===== src/verilog/gain_port_pkg.sv =====
// Shared constants and types for the pre-amplifier gain serial port.
// Assumes both ends and the bench import this package.
package gain_port_pkg;

	// ----------------------------------------------------------------
	// Word layout
	// ----------------------------------------------------------------
	localparam int unsigned WORD_BITS  = 8;
	localparam int unsigned CODE_BITS  = 4;
	localparam int unsigned CHB_MSB    = 7;
	localparam int unsigned CHB_LSB    = 4;
	localparam int unsigned CHA_MSB    = 3;
	localparam int unsigned CHA_LSB    = 0;
	localparam logic [7:0]  WORD_RESET = 8'h00;
	localparam logic [2:0]  LAST_BIT   = 3'h7;
	// Converted samples: two's complement, full scale of the input range
	localparam int unsigned SAMPLE_BITS = 14;
	localparam int unsigned FULL_SCALE  = 8192;

	// ----------------------------------------------------------------
	// Gain codes
	// ----------------------------------------------------------------
	localparam logic [3:0] CODE_ZERO = 4'h0;
	localparam logic [3:0] CODE_M1   = 4'h1;
	localparam logic [3:0] CODE_M2   = 4'h2;
	localparam logic [3:0] CODE_M5   = 4'h3;
	localparam logic [3:0] CODE_M10  = 4'h4;
	localparam logic [3:0] CODE_M20  = 4'h5;
	localparam logic [3:0] CODE_M50  = 4'h6;
	localparam logic [3:0] CODE_M100 = 4'h7;

	// ----------------------------------------------------------------
	// Timing
	// ----------------------------------------------------------------
	localparam int unsigned CLK_HZ       = 50_000_000;
	localparam int unsigned LINK_MAX_HZ  = 10_000_000;
	// Half period of the link clock in system cycles, rounded up so the rate stays at or below max
	localparam int unsigned HALF_CYCLES  = (CLK_HZ + 2 * LINK_MAX_HZ - 1) / (2 * LINK_MAX_HZ);
	localparam logic [3:0]  HALF_LAST    = 4'(HALF_CYCLES - 1);

	typedef logic signed [7:0] gain_t;

	function automatic gain_t gain_of(input logic [3:0] code);
		unique case (code)
			CODE_ZERO: gain_of = 8'sh00;
			CODE_M1:   gain_of = -8'sd1;
			CODE_M2:   gain_of = -8'sd2;
			CODE_M5:   gain_of = -8'sd5;
			CODE_M10:  gain_of = -8'sd10;
			CODE_M20:  gain_of = -8'sd20;
			CODE_M50:  gain_of = -8'sd50;
			CODE_M100: gain_of = -8'sd100;
			default:   gain_of = 8'sh00;
		endcase
	endfunction

endpackage


===== src/verilog/gain_link_if.sv =====
// Serial link between the gain-port master and the pre-amplifier.
// Assumes the bench connects both modports; no clocking block.
`timescale 1ns/1ps
`default_nettype none
interface gain_link_if;
	logic serial_clock;
	logic master_data;
	logic gain_port_select_n;
	logic gain_echo_out;
	logic preamp_shutdown;
	logic other_select_n;
	logic converter_start;

	modport master (
		output serial_clock,
		output master_data,
		output gain_port_select_n,
		input  gain_echo_out,
		output preamp_shutdown,
		output other_select_n,
		output converter_start
	);

	modport amp (
		input  serial_clock,
		input  master_data,
		input  gain_port_select_n,
		output gain_echo_out,
		input  preamp_shutdown
	);
endinterface
`default_nettype wire


===== src/verilog/gain_master.sv =====
// Master end: serialises one gain word per request onto the link.
// Assumes a 50 MHz system clock; link clock derived here by a divider.
// Also parks the shared link's neighbour selects at their idle levels.
`timescale 1ns/1ps
`default_nettype none
module gain_master
	import gain_port_pkg::*;
(
	input  wire logic       clk_i,
	input  wire logic       rst_n_i,
	input  wire logic       en_i,
	input  wire logic       start_i,
	input  wire logic [3:0] channel_a_gain_code_i,
	input  wire logic [3:0] channel_b_gain_code_i,
	input  wire logic       shutdown_i,
	output logic            busy_o,
	output logic            done_o,
	output logic [7:0]      echo_word_o,
	gain_link_if.master     link
);

	typedef enum logic [2:0] {IDLE, SETUP, LOW, HIGH, FINISH} state_e;

	typedef struct packed {
		state_e     state;
		logic [3:0] div;
		logic [2:0] bit_idx;
		logic [7:0] tx;
		logic [7:0] rx;
		logic [7:0] echo;
		logic       sck;
		logic       sel_n;
		logic       busy;
		logic       done;
		logic       shdn;
		logic       echo_s1;
		logic       echo_s2;
		logic       other_sel_n;
		logic       conv_start;
	} state_s;

	// Idle link: select high, clock low, neighbours parked
	localparam state_s CUR_RESET = '{
		state:       IDLE,
		div:         4'h0,
		bit_idx:     3'h0,
		tx:          WORD_RESET,
		rx:          WORD_RESET,
		echo:        WORD_RESET,
		sck:         1'b0,
		sel_n:       1'b1,
		busy:        1'b0,
		done:        1'b0,
		shdn:        1'b0,
		echo_s1:     1'b0,
		echo_s2:     1'b0,
		other_sel_n: 1'b1,
		conv_start:  1'b0
	};

	state_s cur_q, nxt_d;

	// ----------------------------------------------------------------
	// Helpers
	// ----------------------------------------------------------------
	// One half period of the link clock has elapsed
	function automatic logic half_elapsed(input logic [3:0] div);
		return div == HALF_LAST;
	endfunction

	// Move a word one place towards its top bit, filling the bottom bit
	function automatic logic [7:0] shift_in(input logic [7:0] word, input logic fill);
		return {word[6:0], fill};
	endfunction

	// Channel B field leads the word so it goes out first
	function automatic logic [7:0] word_of(input logic [3:0] code_b, input logic [3:0] code_a);
		return {code_b, code_a};
	endfunction

	// ----------------------------------------------------------------
	// Next state
	// ----------------------------------------------------------------
	always_comb begin
		nxt_d             = cur_q;

		// --------------------------------------------------------
		// Pulses, synchronisers and parked neighbours
		// --------------------------------------------------------
		nxt_d.done        = 1'b0;
		nxt_d.shdn        = shutdown_i;
		nxt_d.echo_s1     = link.gain_echo_out;
		nxt_d.echo_s2     = cur_q.echo_s1;
		// Neighbours kept at their disabling levels, between frames too
		nxt_d.other_sel_n = 1'b1;
		nxt_d.conv_start  = 1'b0;
		if (cur_q.state != IDLE) begin
			nxt_d.div = cur_q.div + 4'h1;
		end

		// --------------------------------------------------------
		// Frame sequencing
		// --------------------------------------------------------
		unique case (cur_q.state)
			IDLE: begin
				nxt_d.div = 4'h0;
				// Only looked at here, so a start while busy is dropped
				if (start_i) begin
					nxt_d.tx      = word_of(channel_b_gain_code_i,
						channel_a_gain_code_i);
					nxt_d.sel_n   = 1'b0;
					nxt_d.busy    = 1'b1;
					nxt_d.bit_idx = 3'h0;
					nxt_d.state   = SETUP;
				end
			end

			SETUP: begin
				// Select settles a half period before the first rising edge
				if (half_elapsed(cur_q.div)) begin
					nxt_d.div   = 4'h0;
					nxt_d.sck   = 1'b1;
					nxt_d.state = HIGH;
				end
			end

			HIGH: begin
				if (half_elapsed(cur_q.div)) begin
					nxt_d.div   = 4'h0;
					nxt_d.sck   = 1'b0;
					// Echo last moved on the previous falling edge; synchroniser settled
					nxt_d.rx    = shift_in(cur_q.rx, cur_q.echo_s2);
					if (cur_q.bit_idx == LAST_BIT) begin
						// Last bit stays on the wire until select rises; no ninth edge
						nxt_d.state = FINISH;
					end else begin
						// Next bit launched with the fall, half a period before the rise
						nxt_d.tx      = shift_in(cur_q.tx, 1'b0);
						nxt_d.bit_idx = cur_q.bit_idx + 3'h1;
						nxt_d.state   = LOW;
					end
				end
			end

			LOW: begin
				if (half_elapsed(cur_q.div)) begin
					nxt_d.div   = 4'h0;
					nxt_d.sck   = 1'b1;
					nxt_d.state = HIGH;
				end
			end

			FINISH: begin
				// Clock stays low for a half period before select rises
				if (half_elapsed(cur_q.div)) begin
					nxt_d.sel_n = 1'b1;
					nxt_d.busy  = 1'b0;
					nxt_d.done  = 1'b1;
					nxt_d.echo  = cur_q.rx;
					nxt_d.state = IDLE;
				end
			end
		endcase
	end

	// ----------------------------------------------------------------
	// State register
	// ----------------------------------------------------------------
	// Enable low freezes the whole frame, divider included
	always_ff @(posedge clk_i or negedge rst_n_i) begin
		if (!rst_n_i) begin
			cur_q <= CUR_RESET;
		end else if (en_i) begin
			cur_q <= nxt_d;
		end
	end

	// ----------------------------------------------------------------
	// Link outputs
	// ----------------------------------------------------------------
	assign link.serial_clock       = cur_q.sck;
	assign link.master_data        = cur_q.tx[CHB_MSB];
	assign link.gain_port_select_n = cur_q.sel_n;
	assign link.preamp_shutdown    = cur_q.shdn;
	assign link.other_select_n     = cur_q.other_sel_n;
	assign link.converter_start    = cur_q.conv_start;

	// ----------------------------------------------------------------
	// Status outputs
	// ----------------------------------------------------------------
	assign busy_o                  = cur_q.busy;
	assign done_o                  = cur_q.done;
	assign echo_word_o             = cur_q.echo;

endmodule
`default_nettype wire


===== src/flat_wrapper.sv =====
// flat-port wrapper written by rule: the top's interface ports become plain ports
module gain_master_flat import gain_port_pkg::*;
  (clk_i, rst_n_i, en_i, start_i, channel_a_gain_code_i, channel_b_gain_code_i, shutdown_i, busy_o, done_o, echo_word_o, link_serial_clock, link_master_data, link_gain_port_select_n, link_gain_echo_out, link_preamp_shutdown, link_other_select_n, link_converter_start);
  gain_link_if link_i ();
  input  wire logic clk_i;
  input  wire logic rst_n_i;
  input  wire logic en_i;
  input  wire logic start_i;
  input  wire logic [3:0] channel_a_gain_code_i;
  input  wire logic [3:0] channel_b_gain_code_i;
  input  wire logic shutdown_i;
  output logic busy_o;
  output logic done_o;
  output logic [7:0] echo_word_o;
  output wire logic [$bits(link_i.serial_clock)-1:0] link_serial_clock;
  output wire logic [$bits(link_i.master_data)-1:0] link_master_data;
  output wire logic [$bits(link_i.gain_port_select_n)-1:0] link_gain_port_select_n;
  input wire logic [$bits(link_i.gain_echo_out)-1:0] link_gain_echo_out;
  output wire logic [$bits(link_i.preamp_shutdown)-1:0] link_preamp_shutdown;
  output wire logic [$bits(link_i.other_select_n)-1:0] link_other_select_n;
  output wire logic [$bits(link_i.converter_start)-1:0] link_converter_start;
  assign link_serial_clock = link_i.serial_clock;
  assign link_master_data = link_i.master_data;
  assign link_gain_port_select_n = link_i.gain_port_select_n;
  assign link_i.gain_echo_out = link_gain_echo_out;
  assign link_preamp_shutdown = link_i.preamp_shutdown;
  assign link_other_select_n = link_i.other_select_n;
  assign link_converter_start = link_i.converter_start;
  gain_master u_core (.clk_i(clk_i), .rst_n_i(rst_n_i), .en_i(en_i), .start_i(start_i), .channel_a_gain_code_i(channel_a_gain_code_i), .channel_b_gain_code_i(channel_b_gain_code_i), .shutdown_i(shutdown_i), .busy_o(busy_o), .done_o(done_o), .echo_word_o(echo_word_o), .link(link_i));
endmodule

===== config.mk =====
export PLATFORM = sky130hd
export DESIGN_NAME = gain_master_flat
export DESIGN_NICKNAME = d
export VERILOG_FILES = /design/src/verilog/gain_port_pkg.sv /design/src/verilog/gain_link_if.sv /design/src/verilog/gain_master.sv /design/src/flat_wrapper.sv
export SDC_FILE = /design/constraint.sdc
export NUM_CORES = 1
export LEC_CHECK = 0
export BUFFER_PORTS_ARGS = -buffer_cell sky130_fd_sc_hd__buf_4
export CORE_MARGIN = 2
export CORE_UTILIZATION = 55
export CTS_CLUSTER_SIZE = 14
export DETAILED_ROUTE_END_ITERATION = 12
export PLACE_DENSITY_LB_ADDON = 0.2
export SLEW_MARGIN = 20
export SYNTH_ARGS = -nofsm -noshare
export SYNTH_HDL_FRONTEND = slang
export SYNTH_SLANG_ARGS = --single-unit
export TNS_END_PERCENT = 1

===== constraint.sdc =====
create_clock -name clk_i -period 3.5 [get_ports clk_i]
set_clock_uncertainty 0.15 [all_clocks]
set_input_delay 0.175 -clock clk_i [delete_from_list [all_inputs] [get_ports clk_i]]
set_output_delay 0.175 -clock clk_i [all_outputs]
set_load 0.05 [all_outputs]

======== Word-level counts from Yosys, hierarchy flattened ========
Index checks and enable logic that the tools add are counted.
word-level totals
  output and inout port bits .............. 16
  word-level logic and storage cells ...... 56
  latch bits .............................. 0
  memories kept ........................... 0
  memory bits (read-only) ................. 0
  register bits after elaboration ......... 41
  input port bits ......................... 14
  memory bits (writable) .................. 0
cells by class
  bitwise operators ....................... 0
  equal/unequal tests ..................... 11
  add/subtract/negate cells ............... 2
  mux-type cells .......................... 18
  $lt $le $gt $ge ......................... 0
  $mul .................................... 0
  shift-type cells ........................ 0
  divide/modulo/power cells ............... 0
  reduce and logical (&&, ||, !) cells .... 12
operators by type and width
  cell                                                                      count
  26-bit two-way mux                                                        1
  11-bit two-way mux                                                        2
  11-bit case mux with 2 select lines                                       1
  3-bit two-way mux                                                         4
  3-bit case mux with 4 select lines                                        1
  4-bit case mux with 3 select lines                                        1
  5-bit AND reduction                                                       2
  4-bit AND reduction                                                       2
  7-bit two-way mux                                                         1
  3-bit by 2-bit == test with 1-bit output (second input constant)          2
  3-bit == test (second input constant)                                     2
  2-bit by 1-bit inequality test with 1-bit output (second input constant)  3
  3-bit AND reduction                                                       2
  2-bit nonzero test                                                        3
  4-bit by 1-bit adder with 4-bit output (second input constant)            1
  4-bit by 2-bit == test with 1-bit output (second input constant)          1
  4-bit two-way mux                                                         1
  2-bit inequality test (second input constant)                             2
  2-bit case mux with 2 select lines                                        1
  3-bit by 1-bit adder with 3-bit output (second input constant)            1
  3-bit by 1-bit == test with 1-bit output (second input constant)          1
  3-bit logical NOT                                                         1
  1-bit two-way mux                                                         3
  3-bit nonzero test                                                        1
  other kinds (3)                                                           3

======== Depth between registers and ports, before layout ========
  depth in word-level cells ............... 4
  depth in mapped cells ................... 7
  depth with buffers taken out ............ 5

======== Least setup slack after synthesis ========
No wires, ideal clock.
  kind .................................... register to register
  start ................................... register u_core.cur_q[36] (netlist bit)
  end ..................................... register u_core.cur_q[26] (netlist bit)
  clock period less this slack ............ 2031 ps
  library setup time ...................... 125 ps
  buffers on the path ..................... 0
  cell stages (with the launch flop) ...... 6
  required time ........................... 3225 ps
  slack ................................... 1469 ps
  data arrival time ....................... 1756 ps
  cell sequence ........................... dfrtp_1 -> inv_1 -> ha_1 -> or4b_4 -> o22ai_4 -> mux2_4
on the way
  longest elaborated chain between the ends .. 3
ends and longest elaborated chain
  what                                                               line                source
  from (decl)                                                        gain_master.sv:61   state_s cur_q, nxt_d;
  from (signal assigned)                                             gain_master.sv:174  cur_q <= nxt_d;
  4-bit by 2-bit == test with 1-bit output                           gain_master.sv:68   return div == HALF_LAST;
  2-bit by 1-bit inequality test with 1-bit output (no source line)  --
  5-bit AND reduction (no source line)                               --
No other way between the ends.
A chain may end at the register's enable or synchronous reset.

======== Worst setup path after layout ========
  start ................................... register u_core.cur_q[42] (netlist bit)
  end ..................................... register u_core.cur_q[27] (netlist bit)
on the way
  longest elaborated chain between the ends .. 3
  elaborated cells on any way between the ends .. 8
  classes of those cells .................. eq/ne (4); mux (1); reduce/logical (3)
ends and longest elaborated chain
  what                                                                                  line                source
  3-bit by 2-bit == test with 1-bit output / 3-bit logical NOT (equally long branches)  gain_master.sv:104  unique case (cur_q.state)
  2-bit inequality test (no source line), or another cell as far along                  --
  5-bit AND reduction (no source line)                                                  --
Parallel ways exist; a longest one is shown, timed or not.

==> flow_summary.yaml <==
run_status:
  status: "finished clean"
clocking:
  clkSlewWorstSetupHoldPaths_ns: 0.08
  cts_tree: "done"
  cts_made_buffers: 5
  worst_skew_pair.late_latency_ns: 0.29
  cts-root-buf: "clkbuf_8"
  clk_path_buf_depth: 2
  htree_levels: 2
  clkSinkCount: 41
worst_setup_path:
  slowest_stage: "or4b_4"
  crit_path_end_kind: "register"
  crit_path_start_kind: "register"
  slowest_delay_ns: 0.62
  arrival_ns: 2.25
  crit_fanout: 18
  cp-startpoint: "u_core.cur_q[42]"
  r2r_slack_ns: 1.28
  cp_data_required_time_ns: 3.53
  path_class: "reg2reg"
  crit-reg2reg-launch: "u_core.cur_q[42]"
  path_cells: "or4b_4 -> o22ai_4 -> mux2_4"
timing:
  max_clock_freq_mhz: 450
  setup_viol: 0
  slew_violations: 0
  relSlewSlack: 0.558
  finalHoldViolCount: 0
  period_needed_ns: 2.22
  rsz0062_at_grt: "false"
  post-route-period-util: 0.635
  worst_hold_slack_ns: 0.0766
  fin_setup_tns_ns: 0
  max_slew.worst_pin.slew_ns: 0.654
pwr:
  power.net_switching_uw: 466
  swShare: 0.335
  powerDensity_mw_per_mm2: 578
  pwr-share-comb: 0.295
  vdd_ir_drop_max_uv: 490
  p_leak_nw: 1.17
  p_total_mw: 1.39
  seq_power_share: 0.471
  clockPowerShare: 0.234
  intPower_uw: 923
yosys:
  synthDistinctLibCells: 45
  syn_nets: 190
  ys.flop_type: "dfrtp_1"
  syn-cell-area_sq_mm: 0.00213
  ys_seq_area_frac: 0.483
  async_flop_share: 1.00
  yosys_warnings: 0
  syn_inst: 172
  synth-seq-cells: 41
  syn_area_per_cell_sq_um: 12.4
  synth_edf_count: 0
cells_and_area:
  synthToLayoutAreaGrowth_pct: 13.1
  antenna_cells: 0
  nets: 209
  drive_gt1_frac: 0.365
  nFillCells: 306
routing:
  final_antenna_net_count: 0
  wirelength_microns: 3810
  drc: 0
  viasPerCell: 5.73
  routed-wl-met3_microns: 154
  wirelength_met1_microns: 1770
  drtIter0Drc: 105
  topRoutingLayerUsed: "met4"
  drt-pass1-iter-count: 5
  wl_met2_microns: 1810
  dr_total_vias: 1376
  wl_per_cell_microns: 15.9
placed_design:
  gp_congestion: 0.810
  numPortBuffers: 27
  dp_hpwl_microns: 2650
floorplanning:
  die_x_microns: 66.2
  coreArea_sq_mm: 0.00369
  die_area_sq_mm: 0.00438
  die_h_microns: 66.2
  num_rows: 22
  initial_utilization: 0.576
  io_pins: 30
grt:
  grt_antenna_before_repair: 0
  grt_pass1_wl_microns: 6470
  grt_pass1_vias: 1345
  grt_usage: 0.203
  grt_max_degree: 42
  gr-total-overflow: 0
min_path:
  hold_start: "en_i"
  hold_class: "in2reg"
flow_run:
  cap_violations: 0
-- sequential cells by signal, summed over array words and instances, names as in the netlist --
name	flops
u_core.link.serial_clock	1
u_core.echo_word_o	8
u_core.done_o	1
u_core.link.preamp_shutdown	1
u_core.link.gain_port_select_n	1
u_core.cur_q	27
u_core.busy_o	1
u_core.link.master_data	1
-- per-layer routing --
layer	up-vias	track usage
li1	652	-
met3	6	0.0562
met5	-	0
met1	676	0.273
met2	42	0.301
met4	0	0.0969
-- final timing paths --
path                                             endpoint  cells past startpoint
max reg2reg                              u_core.cur_q[27]                      3
max                                      u_core.cur_q[27]                      3
max in group asynchronous  u_core.link.gain_port_select_n                      2
min in group asynchronous                u_core.cur_q[38]                      2
min                                      u_core.cur_q[38]                      2
min reg2reg                u_core.link.gain_port_select_n                      2
-- what timing repair did --
item                       CTS  global route
setup buffers                0             0
hold buffers                 4             0
hold endpoints to repair    43             0
setup endpoints to repair    0             0
gates resized for setup      0             0
-- placed cells by master (no fill, tap or decap), types with 2 or more instances in the layout --
cell type	instances
buf_4	28
or4b_4	2
and2b_1	3
dlygate4sd3_1	4
nand3_1	2
o21a_1	2
clkbuf_8	6
nor4_1	2
a32o_1	7
nor3b_1	4
ha_1	4
nand2_1	6
nor2b_1	6
a21oi_1	4
nand4_1	2
dfrtp_1	40
a31oi_1	2
o21ai_0	7
mux2_2	12
inv_1	5
a211oi_1	2
conb_1	2
mux2_4	14
mux2i_1	4
-- cells by family after synthesis --
| logic type | share of synthesized area |
|---|---|
| other | 0.00353 |
| adder cells (fa/ha/maj) | 0.0235 |
| AND/OR/NAND/NOR | 0.121 |
| flip-flops | 0.483 |
| buffers and inverters | 0.0706 |
| multiplexers | 0.181 |
| AO/OA/AOI/OAI | 0.117 |
-- power groups by stage --
stage / clock (mW) / combinational (mW) / sequential (mW)
2_1_floorplan: 0 / 0.281 / 0.687
6_report: 0.325 / 0.410 / 0.654
5_1_grt: 0.357 / 0.443 / 0.672
4_1_cts: 0.333 / 0.413 / 0.655
3_5_place_dp: 0 / 0.409 / 0.662
3_3_place_gp: 0 / 0.400 / 0.655
-- cell usage after synthesis, types with 2 or more instances --
library cell,count,share of area
dfrtp_1,40,0.47
mux2_4,14,0.099
mux2_2,12,0.064
buf_4,11,0.039
a32o_1,7,0.033
o21ai_0,7,0.016
nand2_1,6,0.011
nor2b_1,6,0.018
clkbuf_1,5,0.0088
inv_1,5,0.0088
a21oi_1,4,0.0094
ha_1,4,0.024
mux2i_1,4,0.019
nor3b_1,4,0.014
and2b_1,3,0.011
buf_2,3,0.0071
a211oi_1,2,0.0071
a31oi_1,2,0.0059
conb_1,2,0.0035
nand3_1,2,0.0047
nand4_1,2,0.0059
nor4_1,2,0.0059
o21a_1,2,0.0071
or4b_4,2,0.013
-- final cells by class --
type | count | area [sq um] | share of cell area
Sequential cell | 41 | 1030 | 0.427
Clock buffer | 6 | 82.6 | 0.0343
Multi-Input combinational cell | 105 | 948 | 0.394
Timing Repair Buffer | 32 | 250 | 0.104
Clock inverter | 2 | 13.8 | 0.00572
Tap cell | 48 | 60.1 | 0.0250
Inverter | 6 | 22.5 | 0.00937
-- through the flow --
| step | instance area [sq um] | std cells | setup slack, ns | util |
|---|---|---|---|---|
| 2_1_floorplan | 2130 | 172 | 1.47 | - |
| 3_3_place_gp | 2270 | 228 | 1.31 | 0.615 |
| 5_1_grt | 2400 | 240 | 1.18 | 0.652 |
| 4_1_cts | 2400 | 240 | 1.26 | 0.652 |
| 6_report | 2400 | 240 | 1.28 | 0.652 |
| 3_5_place_dp | 2270 | 228 | 1.29 | 0.615 |
-- worst max-delay path, delay by kind of cell, from the launching register on --
family	cells	cell delay [ns]
mux	1	0.34
compound gates	1	0.41
flops	1	0.58
simple gates	1	0.62
No activity file was read; power rests on OpenSTA's default activity.
